File: src/shared/ldr_pkg.sv
/*
 * Shared constants for the dimming register bank of channels 7 to 12:
 * register addresses, field positions, reset values and counter wrap point.
 * Assumes a byte-addressed register port driven by the serial host logic.
 */
package ldr_pkg;
   // ---------------------------------------------------------------
   // register addresses
   // ---------------------------------------------------------------
   localparam logic [7:0] LDR_ADDR_CH7 = 8'h48;
   localparam logic [7:0] LDR_ADDR_CH8 = 8'h49;
   localparam logic [7:0] LDR_ADDR_CH9 = 8'h4a;
   localparam logic [7:0] LDR_ADDR_CH10 = 8'h4b;
   localparam logic [7:0] LDR_ADDR_CH11 = 8'h4c;
   localparam logic [7:0] LDR_ADDR_CH12 = 8'h4d;
   // ---------------------------------------------------------------
   // fields
   // ---------------------------------------------------------------
   localparam int LDR_NUM_CH = 6;
   localparam int LDR_DUTY_W = 12;
   localparam int LDR_DUTY_MSB = 11;
   localparam int LDR_DIS_BIT = 12;
   localparam int LDR_REG_W = 13;
   localparam logic [12:0] LDR_REG_RESET = 13'h0000;
   localparam logic [11:0] LDR_DUTY_OFF = 12'h000;
   localparam logic [11:0] LDR_DUTY_FULL = 12'hfff;
   // period counter wraps after count ffe: 4095 steps per period
   localparam logic [11:0] LDR_CNT_LAST = 12'hffe;
endpackage

File: src/rtl/ldr_bank.sv
/*
 * Dimming register bank for bypass channels 7 to 12 with a per-channel
 * comparator against a free-running period counter.
 * Assumes a simple register port from the host interface logic on the
 * same clock; reads are combinational from stored values.
 */
// Operation
// - Bits 11:0 hold the duty code; code zero keeps the output off.
// - Code one gives 1/4095 on-time; all-ones gives full on-time.
// - Bit 12 set raises dim_disabled for the channel; dim_out keeps dimming either way.
// - Six read/write registers at 0x48..0x4D in channel order; reads return writes.
`timescale 1ns/100ps
`default_nettype none
module ldr_bank
   import ldr_pkg::*;
(
   // clock and reset
   input wire logic ref_clk,
   input wire logic rst_b,
   // register port
   input wire logic [7:0] reg_addr,
   input wire logic reg_wr,
   input wire logic [12:0] reg_wdata,
   output logic [12:0] reg_rdata,
   output logic reg_hit,
   // per-channel outputs, index 0 is channel 7; period_start is shared by all channels
   output logic [5:0] dim_out,
   output logic [5:0] dim_disabled,
   output logic period_start
);
   // ---------------------------------------------------------------
   // address decode
   // ---------------------------------------------------------------
   // maps an address to channel index, 7 when unmapped
   function automatic logic [2:0] ch_index(input logic [7:0] a);
      logic [2:0] r;
      r = 3'h7;
      if (a >= LDR_ADDR_CH7 && a <= LDR_ADDR_CH12) begin
         r = 3'(a - LDR_ADDR_CH7);
      end
      return r;
   endfunction

   logic [2:0] sel;
   assign sel = ch_index(reg_addr);
   assign reg_hit = (sel != 3'h7);

   // ---------------------------------------------------------------
   // registers and period counter
   // ---------------------------------------------------------------
   logic [12:0] regs [0:5];
   logic [12:0] next_regs [0:5];
   logic [11:0] act_duty [0:5];
   logic [11:0] next_act_duty [0:5];
   logic [11:0] cnt;
   logic [11:0] next_cnt;
   logic [5:0] next_dim_out;

   // register writes, counter, shadow load at period boundary
   always_comb begin
      next_cnt = (cnt == LDR_CNT_LAST) ? 12'h000 : cnt + 12'h001;
      for (int i = 0; i < LDR_NUM_CH; i++) begin
         next_regs[i] = regs[i];
         if (reg_wr && sel == 3'(i)) begin
            next_regs[i] = reg_wdata;
         end
         // shadow avoids a glitched period when software rewrites mid-period
         next_act_duty[i] = (next_cnt == 12'h000) ? next_regs[i][LDR_DUTY_MSB:0]
                                                  : act_duty[i];
         // count 0..4094: duty N is on for N counts; fff is on all 4095
         next_dim_out[i] = (next_act_duty[i] == LDR_DUTY_FULL) ||
                           (next_cnt < next_act_duty[i]);
      end
   end

   always_ff @(posedge ref_clk or negedge rst_b) begin
      if (!rst_b) begin
         cnt <= 12'h000;
         dim_out <= 6'h00;
         for (int i = 0; i < LDR_NUM_CH; i++) begin
            regs[i] <= LDR_REG_RESET;
            act_duty[i] <= LDR_DUTY_OFF;
         end
      end else begin
         cnt <= next_cnt;
         dim_out <= next_dim_out;
         for (int i = 0; i < LDR_NUM_CH; i++) begin
            regs[i] <= next_regs[i];
            act_duty[i] <= next_act_duty[i];
         end
      end
   end

   // ---------------------------------------------------------------
   // status and read path
   // ---------------------------------------------------------------
   always_comb begin
      for (int i = 0; i < LDR_NUM_CH; i++) begin
         dim_disabled[i] = regs[i][LDR_DIS_BIT];
      end
      reg_rdata = reg_hit ? regs[sel] : 13'h0000;
      period_start = (cnt == 12'h000);
   end

   // ---------------------------------------------------------------
   // checks
   // ---------------------------------------------------------------
   // per-channel views of the live duty code; they feed only the
   // assertions below, so synthesis trims them away
   logic [5:0] chk_zero;
   logic [5:0] chk_full;
   logic [5:0] chk_one;
   logic [LDR_NUM_CH*LDR_REG_W-1:0] regs_flat;

   // flattened copy lets one $stable watch all six registers at once
   always_comb begin
      for (int i = 0; i < LDR_NUM_CH; i++) begin
         chk_zero[i] = (act_duty[i] == LDR_DUTY_OFF);
         chk_full[i] = (act_duty[i] == LDR_DUTY_FULL);
         chk_one[i] = (act_duty[i] == 12'h001);
         regs_flat[i*LDR_REG_W +: LDR_REG_W] = regs[i];
      end
   end
endmodule
`default_nettype wire

File: config.mk
export PLATFORM = sky130hd
export DESIGN_NAME = ldr_bank
export DESIGN_NICKNAME = d
export VERILOG_FILES = /design/src/shared/ldr_pkg.sv /design/src/rtl/ldr_bank.sv
export SDC_FILE = /design/constraint.sdc
export NUM_CORES = 1
export LEC_CHECK = 0
export BUFFER_PORTS_ARGS = -buffer_cell sky130_fd_sc_hd__buf_2
export CORE_ASPECT_RATIO = 0.5
export CORE_MARGIN = 5
export CORE_UTILIZATION = 55
export DETAILED_ROUTE_END_ITERATION = 12
export PLACE_DENSITY = 0.73
export SYNTH_ARGS = -nofsm -noshare
export SYNTH_HDL_FRONTEND = slang
export SYNTH_SLANG_ARGS = --single-unit
File: constraint.sdc
create_clock -name ref_clk -period 10.4 [get_ports ref_clk]
set_clock_uncertainty 0.2 [all_clocks]
set_input_delay 0.52 -clock ref_clk [delete_from_list [all_inputs] [get_ports ref_clk]]
set_output_delay 0.52 -clock ref_clk [all_outputs]
set_load 0.03 [all_outputs]
### Word-level counts from Yosys, hierarchy flattened

Index checks and enable logic that the tools add are counted.
Widths: inputs -> output; s select.

* bits in registers: 168
* word-level logic and storage cells: 79
* output and inout port bits: 27
* input bits: 24

* reduce and logical (&&, ||, !) cells: 16
* equal/unequal tests: 13
* bitwise gates (word level): 1
* order comparisons: 9
* add/subtract/negate cells: 2
* multiplexer cells: 18

Operators with widths (count)
* $mux 12: 13
* $eq 12x12->1 const B: 7
* $lt 12x12->1: 6
* $bmux 13 s3: 1
* $mux 13: 3
* $logic_not 12->1: 2
* $add 12x1->12 const B: 1
* $ge 8x7->1 const B: 1
* $le 8x7->1 const B: 1
* $logic_and 1x1->1: 7
* $eq 3x2->1 const B: 2
* $eq 3x3->1 const B: 2
* $logic_or 1x1->1: 6
* $ge 4x4->1 const B: 1
* $not 3->4: 1
* $eq 3x1->1 const B: 1
* $logic_not 3->1: 1
* $mux 3: 1
* $ne 3x3->1 const B: 1
* $sub 3x1->3 const B: 1

### Longest topological paths before layout

Gate-level depths: netlist (run 1).

* word-level depth: 9
* depth in mapped cells: 23

### Worst setup path before layout (run 1)

No wires, ideal clock.

* kind: register to register
* start: register cnt[0]
* end: register dim_out[2]
* required time: 10.090 ns
* arrival: 3.791 ns
* setup slack: 6.299 ns
* buffers on the path: 4
* library setup time: 0.110 ns
* cell stages (with the launch flop): 21
* cell sequence: dfrtp_1 > ha_1 > buf_2 > and3_1 > buf_2 > o21ai_0 > a211oi_1 > o32ai_2 > or2_1 > buf_2 > buf_2 > nand2_1 > a21bo_2 > inv_1 > ha_1 > nor2b_1 > a2bb2o_1 > a311o_1 > a221oi_1 > nand3_1 > o41ai_1

RTL lines
* start: declaration: RTL line ldr_bank.sv:55 `logic [11:0] cnt;`
* start signal: assignment: RTL line ldr_bank.sv:85 `cnt <= next_cnt;`
* end signal: assignment: RTL line ldr_bank.sv:86 `dim_out <= next_dim_out;`
* end: declaration: RTL line ldr_bank.sv:27 `output logic [5:0] dim_out,`

==> impl_metrics.env, run 1 <==
export IMPL_status="finished with violations"
export IMPL_violations="design-rule violations"
export IMPL_worstReg2RegEnd="dim_out[2]"
export IMPL_tightestPinTransition_ns=1.120
export IMPL_diodes=0
export IMPL_fin_tns_setup_ns=0
export IMPL_grt_use_total_pct=28.15
export IMPL_wl_met3_um=3598
export IMPL_path_clk_slew_ns=0.07
export IMPL_avgRoutedWirePerCell_um=22.46
export IMPL_period_share_pct=46.00
export IMPL_endpoint_kind="register"
export IMPL_cts_buffers=17
export IMPL_ys_ff_latch=168
export IMPL_setup_viol=0
export IMPL_setup_ws_ns=5.616
export IMPL_rsz0062_at_grt="false"
export IMPL_synth_top_area_share_pct=44.56
export IMPL_die_h_um=102.6
export IMPL_final_fill_count=1351
export IMPL_crit_chain="ha_1, and3_1, o21ai_0, a211oi_1, o32ai_2, or2_2, buf_4, nand2_1, a21bo_2, inv_1, ha_1, nor2b_1, a2bb2o_1, a311o_1, a221oi_1, nand3_1, o41ai_1"
export IMPL_period_minus_slack_ns=4.784
export IMPL_yosysMostFrequentCell="dfrtp_1"
export IMPL_viasPerCell=6.285
export IMPL_yosysWarnings=0
export IMPL_drt_iter0_drc=888
export IMPL_antenna_found_initial=2
export IMPL_reg2reg_setup_slack_ns=5.62
export IMPL_vias=7737
export IMPL_drt_pass1_iterations=11
export IMPL_top_layer_used="met5"
export IMPL_grt_pass1_vias=7380
export IMPL_synthToLayoutAreaGrowth_pct=10.41
export IMPL_synth_edf_count=0
export IMPL_ys_flop_type="dfrtp_1"
export IMPL_startpoint_type="register"
export IMPL_pre_cts_slack_ns=5.600
export IMPL_cts_htree_levels=4
export IMPL_crit_arrival_ns=4.90
export IMPL_dp_cells=1198
export IMPL_grt_overflow_total=0
export IMPL_worstHoldStart="reg_wdata[12]"
export IMPL_critical_path_class="reg -> reg"
export IMPL_cp_max_fo=83
export IMPL_min_to="dim_disabled[5]"
export IMPL_grt_pass1_wl_um=42720
export IMPL_met1_length_um=12160
export IMPL_relSlewSlack_pct=25.31
export IMPL_cts_sinks=168
export IMPL_r2r_cells=17
export IMPL_post_cts_resized=0
export IMPL_core_area_mm2=0.01660
export IMPL_synth_area_leaders="dfrtp_1, ha_1, mux2i_1, mux2_2, inv_1"
export IMPL_die_area_mm2=0.02003
export IMPL_fmax_ghz=0.2090
export IMPL_required_ns=10.51
export IMPL_gp_congestion=0.9863
export IMPL_syn_cell_area_mm2=0.009434
export IMPL_final_cells=1231
export IMPL_ant_nets=0
export IMPL_crit_path_top_delay_cell="buf_4"
export IMPL_synth_cell_types=75
export IMPL_cpPeakStageDelay_ns=0.65
export IMPL_yosys_top_cells_count="dfrtp_1, inv_1, nand2_1"
export IMPL_insertion_delay_ns=0.43
export IMPL_cap_viol_max_count=0
export IMPL_io_pins=51
export IMPL_synthArstFlopShare_pct=100.0
export IMPL_regArea_mm2=0.004204
export IMPL_crit_buf_inv=2
export IMPL_fin_nets=1078
export IMPL_hold_class="in -> reg"
export IMPL_drive_gt1_share_pct=14.94
export IMPL_cts_tree="yes"
export IMPL_syn_inst=964
export IMPL_leakage_nw=5.622
export IMPL_power_density_mw_per_mm2=135.4
export IMPL_hpwl_um=19860
export IMPL_syn_avg_cell_area_um2=9.786
export IMPL_ys_seq_area_share_pct=44.56
export IMPL_syn_num_nets=1051
export IMPL_multi_input_area_mm2=0.004574
export IMPL_cpMostUsedCell="ha_1"
export IMPL_grt_max_degree=84
export IMPL_numPortBuffers=50
export IMPL_clockBufferDepth=2
export IMPL_initial_core_util_pct=56.84
export IMPL_startpoint="cnt[0]"
export IMPL_min_path_cells=2
export IMPL_drv_slew=0
export IMPL_std_cell_rows=33
export IMPL_wirelength_um=27650
export IMPL_total_power_mw=1.410
export IMPL_drc=1
export IMPL_vdd_drop_max_mv=0.09351
export IMPL_fp_dieW_um=195.2
export IMPL_crit_family="compound AO/OA/AOI/OAI gates"
export IMPL_design_area_mm2=0.01042
export IMPL_synth_area_leader_cell="dfrtp_1"
export IMPL_hold_viol=0
export IMPL_cts_root_buf="clkbuf_16"
export IMPL_met2_length_um=11330
export IMPL_reg2reg_from="cnt[0]"
export IMPL_placed_area_mm2=0.009796
==> layout make-up <==
| class | instances | area share (%) |
|---|---|---|
| Inverter | 113 | 4.072 |
| Tap cell | 227 | 2.727 |
| Timing Repair Buffer | 58 | 3.063 |
| Multi-Input combinational cell | 633 | 43.92 |
| Clock inverter | 13 | 1.706 |
| Sequential cell | 168 | 40.36 |
| Clock buffer | 19 | 4.156 |
==> worst register-to-register path, delay by kind of cell, from the launching register on <==
| family | cells | cell delay, ns |
|---|---|---|
| adders and majority gates | 2 | 0.62 |
| DFF | 1 | 0.45 |
| buffers and inverters | 2 | 0.69 |
| AOI/OAI and AO/OA | 8 | 1.92 |
| and+or+nand+nor | 5 | 0.81 |
==> layer usage <==
layer  global-route usage (%)  vias to the layer above
met4                    6.702                        4
li1                         -                     3469
met2                    40.29                      408
met1                    40.53                     3810
met3                    11.10                       46
met5                        0                        -
==> power by group <==
group	leakage, nW	internal, mW	total (mW)	switching (mW)
registers	2.01	0.665	0.673	0.00823
logic	3.32	0.0163	0.0653	0.0490
clock network	0.298	0.386	0.672	0.286
==> placed cells by master, fill, tap and decap left out, types with 4 or more instances in the layout <==
| cell type | synthesis | final |
|---|---|---|
| dfrtp_1 | 168 | 168 |
| and4_1 | 6 | 6 |
| nor2_1 | 58 | 58 |
| buf_2 | 15 | 49 |
| ha_1 | 63 | 63 |
| nand2_1 | 87 | 87 |
| nor3_1 | 9 | 9 |
| inv_6 | 0 | 6 |
| o32ai_1 | 7 | 7 |
| a21o_1 | 11 | 11 |
| a22oi_1 | 13 | 13 |
| and3_1 | 5 | 5 |
| o22ai_1 | 14 | 14 |
| nand4_1 | 32 | 32 |
| nor4_1 | 9 | 9 |
| mux2i_1 | 49 | 49 |
| or3_1 | 4 | 4 |
| clkbuf_16 | 0 | 17 |
| a21boi_1 | 31 | 31 |
| o21a_1 | 5 | 5 |
| a31oi_1 | 4 | 4 |
| nand3_1 | 18 | 18 |
| mux2_2 | 40 | 40 |
| o21ai_0 | 56 | 56 |
| a211oi_1 | 8 | 8 |
| nor2b_1 | 6 | 6 |
| inv_1 | 112 | 112 |
| a21oi_1 | 25 | 25 |
| a21bo_2 | 6 | 6 |
| buf_4 | 7 | 7 |
==> sequential cells by signal (all words and copies together), names as in the netlist <==
name,flops
act_duty,72
cnt,12
dim_disabled,6
dim_out,6
regs,72
==> logic make-up after synthesis <==
family	after synthesis	share of synthesized area [%]
buffers and inverters	163	7.056
AND/OR/NAND/NOR	260	14.06
adder cells (fa/ha/maj)	63	8.355
XOR/XNOR	5	0.4643
flip-flops	168	44.56
multiplexers	90	10.12
AO/OA/AOI/OAI	215	15.38
==> per-stage QoR <==
step / util [%] / hold slack [ns]
2_1_floorplan: - / 0.02441
3_3_place_gp: 59.02 / 0.2825
3_5_place_dp: 59.02 / 0.2846
4_1_cts: 62.75 / 0.2300
6_report: 62.75 / 0.2457
5_1_grt: 62.75 / 0.2403
==> timing repair <==
action	4_1_cts	5_1_grt
hold buffers	1	0
setup endpoints to repair	0	0
endpoints found under the hold margin	59	0
buffers inserted	0	0
==> worst max path at each step <==
| stage | to | slack [ns] | depth (start not counted) |
|---|---|---|---|
| final | dim_out[2] | 5.62 | 17 |
| after global routing | dim_out[2] | 5.27 | 17 |
| after CTS | dim_out[2] | 5.66 | 17 |
| after detailed placement | dim_out[0] | 5.60 | 12 |
| after global placement | dim_out[0] | 5.73 | 12 |
| after floorplan | dim_out[2] | 6.30 | 20 |
(Power assumes the default switching activity.)
==> run 2, diff against run 1 <==
--- a/config.mk
+++ b/config.mk
@@ -10,7 +10,7 @@
 export CORE_MARGIN = 5
 export CORE_UTILIZATION = 55
 export DETAILED_ROUTE_END_ITERATION = 12
-export PLACE_DENSITY = 0.73
+export PLACE_DENSITY = 0.76
 export SYNTH_ARGS = -nofsm -noshare
 export SYNTH_HDL_FRONTEND = slang
 export SYNTH_SLANG_ARGS = --single-unit
==> constraint.sdc (replaced) <==
create_clock -name ref_clk -period 4.37 [get_ports ref_clk]
set_clock_uncertainty 0.2 [all_clocks]
set_input_delay 0.2185 -clock ref_clk [delete_from_list [all_inputs] [get_ports ref_clk]]
set_output_delay 0.2185 -clock ref_clk [all_outputs]
set_load 0.03 [all_outputs]
==> impl_metrics.env, run 2 (synthesized netlist as in run 1, its figures left out) <==
export IMPL_initial_core_util_pct=56.84
export IMPL_cp_max_fo=7
export IMPL_vias=7886
export IMPL_insertion_delay_ns=0.43
export IMPL_tightestPinTransition_ns=1.047
export IMPL_leakage_nw=5.759
export IMPL_drt_iter0_drc=1152
export IMPL_synthToLayoutAreaGrowth_pct=13.22
export IMPL_path_clk_slew_ns=0.08
export IMPL_cpPeakStageDelay_ns=0.43
export IMPL_die_area_mm2=0.02003
export IMPL_cts_buffers=17
export IMPL_power_density_mw_per_mm2=305.4
export IMPL_critical_path_class="reg -> reg"
export IMPL_grt_overflow_total=0
export IMPL_period_share_pct=94.62
export IMPL_std_cell_rows=33
export IMPL_hpwl_um=20230
export IMPL_reg_top3="act_duty (72), regs (72), cnt (12)"
export IMPL_diodes=0
export IMPL_endpoint_kind="register"
export IMPL_crit_arrival_ns=4.25
export IMPL_setup_viol=0
export IMPL_fin_tns_setup_ns=0
export IMPL_fp_dieW_um=195.2
export IMPL_fin_nets=1108
export IMPL_crit_chain="ha_2, and3_2, o21ai_0, a211oi_1, o32ai_2, or2_2, nand2_1, a21bo_2, inv_1, ha_1, nor2b_1, a2bb2o_1, a311o_1, a221oi_1, nand3_1, o41ai_1"
export IMPL_cts_root_buf="clkbuf_16"
export IMPL_rsz0062_at_grt="false"
export IMPL_grt_pass1_wl_um=44420
export IMPL_hold_class="in -> reg"
export IMPL_grt_pass1_vias=7799
export IMPL_clockBufferDepth=2
export IMPL_relSlewSlack_pct=29.91
export IMPL_antenna_found_initial=0
export IMPL_final_fill_count=1319
export IMPL_avgRoutedWirePerCell_um=22.19
export IMPL_cts_htree_levels=4
export IMPL_grt_max_degree=169
export IMPL_required_ns=4.49
export IMPL_vdd_drop_max_mv=0.2680
export IMPL_hold_viol=0
export IMPL_pre_cts_slack_ns=0.1742
export IMPL_grt_use_total_pct=28.90
export IMPL_io_pins=51
export IMPL_setup_ws_ns=0.2349
export IMPL_cts_tree="yes"
export IMPL_drv_slew=0
export IMPL_total_power_mw=3.263
export IMPL_crit_path_top_delay_cell="dfrtp_2"
export IMPL_drive_gt1_share_pct=17.12
export IMPL_wirelength_um=27980
export IMPL_viasPerCell=6.254
export IMPL_numPortBuffers=50
export IMPL_drt_pass1_iterations=5
export IMPL_cts_sinks=168
export IMPL_period_minus_slack_ns=4.135
export IMPL_core_area_mm2=0.01660
export IMPL_hold_slack_ns=0.02128
export IMPL_gp_congestion=0.9221
export IMPL_drc=0
export IMPL_startpoint_type="register"
export IMPL_final_cell_mix="dfrtp_1, inv_1, nand2_1"
export IMPL_fmax_ghz=0.2418
export IMPL_cap_viol_max_count=0
export IMPL_ant_nets=0
export IMPL_final_common_cell="dfrtp_1"
export IMPL_die_h_um=102.6
export IMPL_status="finished clean"
export IMPL_post_route_util_pct=64.35
[run 2: cell count changes in the layout (fill, tap and decap cells not counted), sizes merged]
cell	before	now
bufinv	3	0
clkinv	1	6
clkbuf	19	18
buf	57	80
clkinvlp	1	2
inv	121	119
dlygate4sd3	1	8
[run 2: report_power, final]
group	total [mW]	leakage (nW)	internal, mW	switching (mW)
sequential	1.60	2.01	1.58	0.0176
combinational	0.160	3.47	0.0446	0.115
clock	1.50	0.286	0.782	0.720
[run 2: what timing repair did]
item | CTS | global route
setup buffers | 0 | 1
endpoints found under the hold margin | 182 | 0
resized for setup | 0 | 6
endpoints found under the setup margin | 0 | 3
hold buffers | 8 | 0
[run 2: metal layers]
| layer | wire length [um] | up-vias | track usage, % |
|---|---|---|---|
| met5 | 0 | - | 0 |
| met4 | 490 | 0 | 7.828 |
| met3 | 3083 | 43 | 7.672 |
| met2 | 11790 | 395 | 42.74 |
| met1 | 12620 | 3931 | 42.55 |
| li1 | - | 3517 | - |
[run 2: final timing paths]
kind	startpoint	depth (start not counted)	end	slack, ns
setup / recovery	cnt[1]	16	dim_out[2]	0.23
hold reg to reg	act_duty[64]	2	act_duty[64]	0.32
min in group asynchronous	rst_b	3	act_duty[63]	0.24
max in group asynchronous	rst_b	3	regs[69]	2.97
setup reg to reg	cnt[1]	16	dim_out[2]	0.23
hold / removal	reg_wdata[5]	3	regs[57]	0.02
[run 2: final cells by class]
| class | instances | area [um2] | share of cell area, % |
|---|---|---|---|
| inverter | 113 | 424.2 | 3.971 |
| clock buffer | 18 | 439.2 | 4.112 |
| clock inverter | 14 | 160.2 | 1.499 |
| sequential | 168 | 4207 | 39.38 |
| multi-input combinational | 633 | 4568 | 42.77 |
| tap | 227 | 284.0 | 2.659 |
| timing repair buffer | 88 | 599.3 | 5.611 |
[run 2: critical path: cells and delay by family (launching register included)]
| family | cells | cell delay (ns) |
|---|---|---|
| flops | 1 | 0.43 |
| simple gates | 5 | 0.96 |
| buf+inv | 1 | 0.05 |
| fa+ha+maj | 2 | 0.51 |
| compound gates | 8 | 1.83 |
[run 2: per-stage QoR]
step | cells | area, um2
final | 1261 | 10680
after global routing | 1261 | 10680
after CTS | 1260 | 10670
after detailed placement | 1220 | 9988
after global placement | 1220 | 9988
after floorplan | 964 | 9434
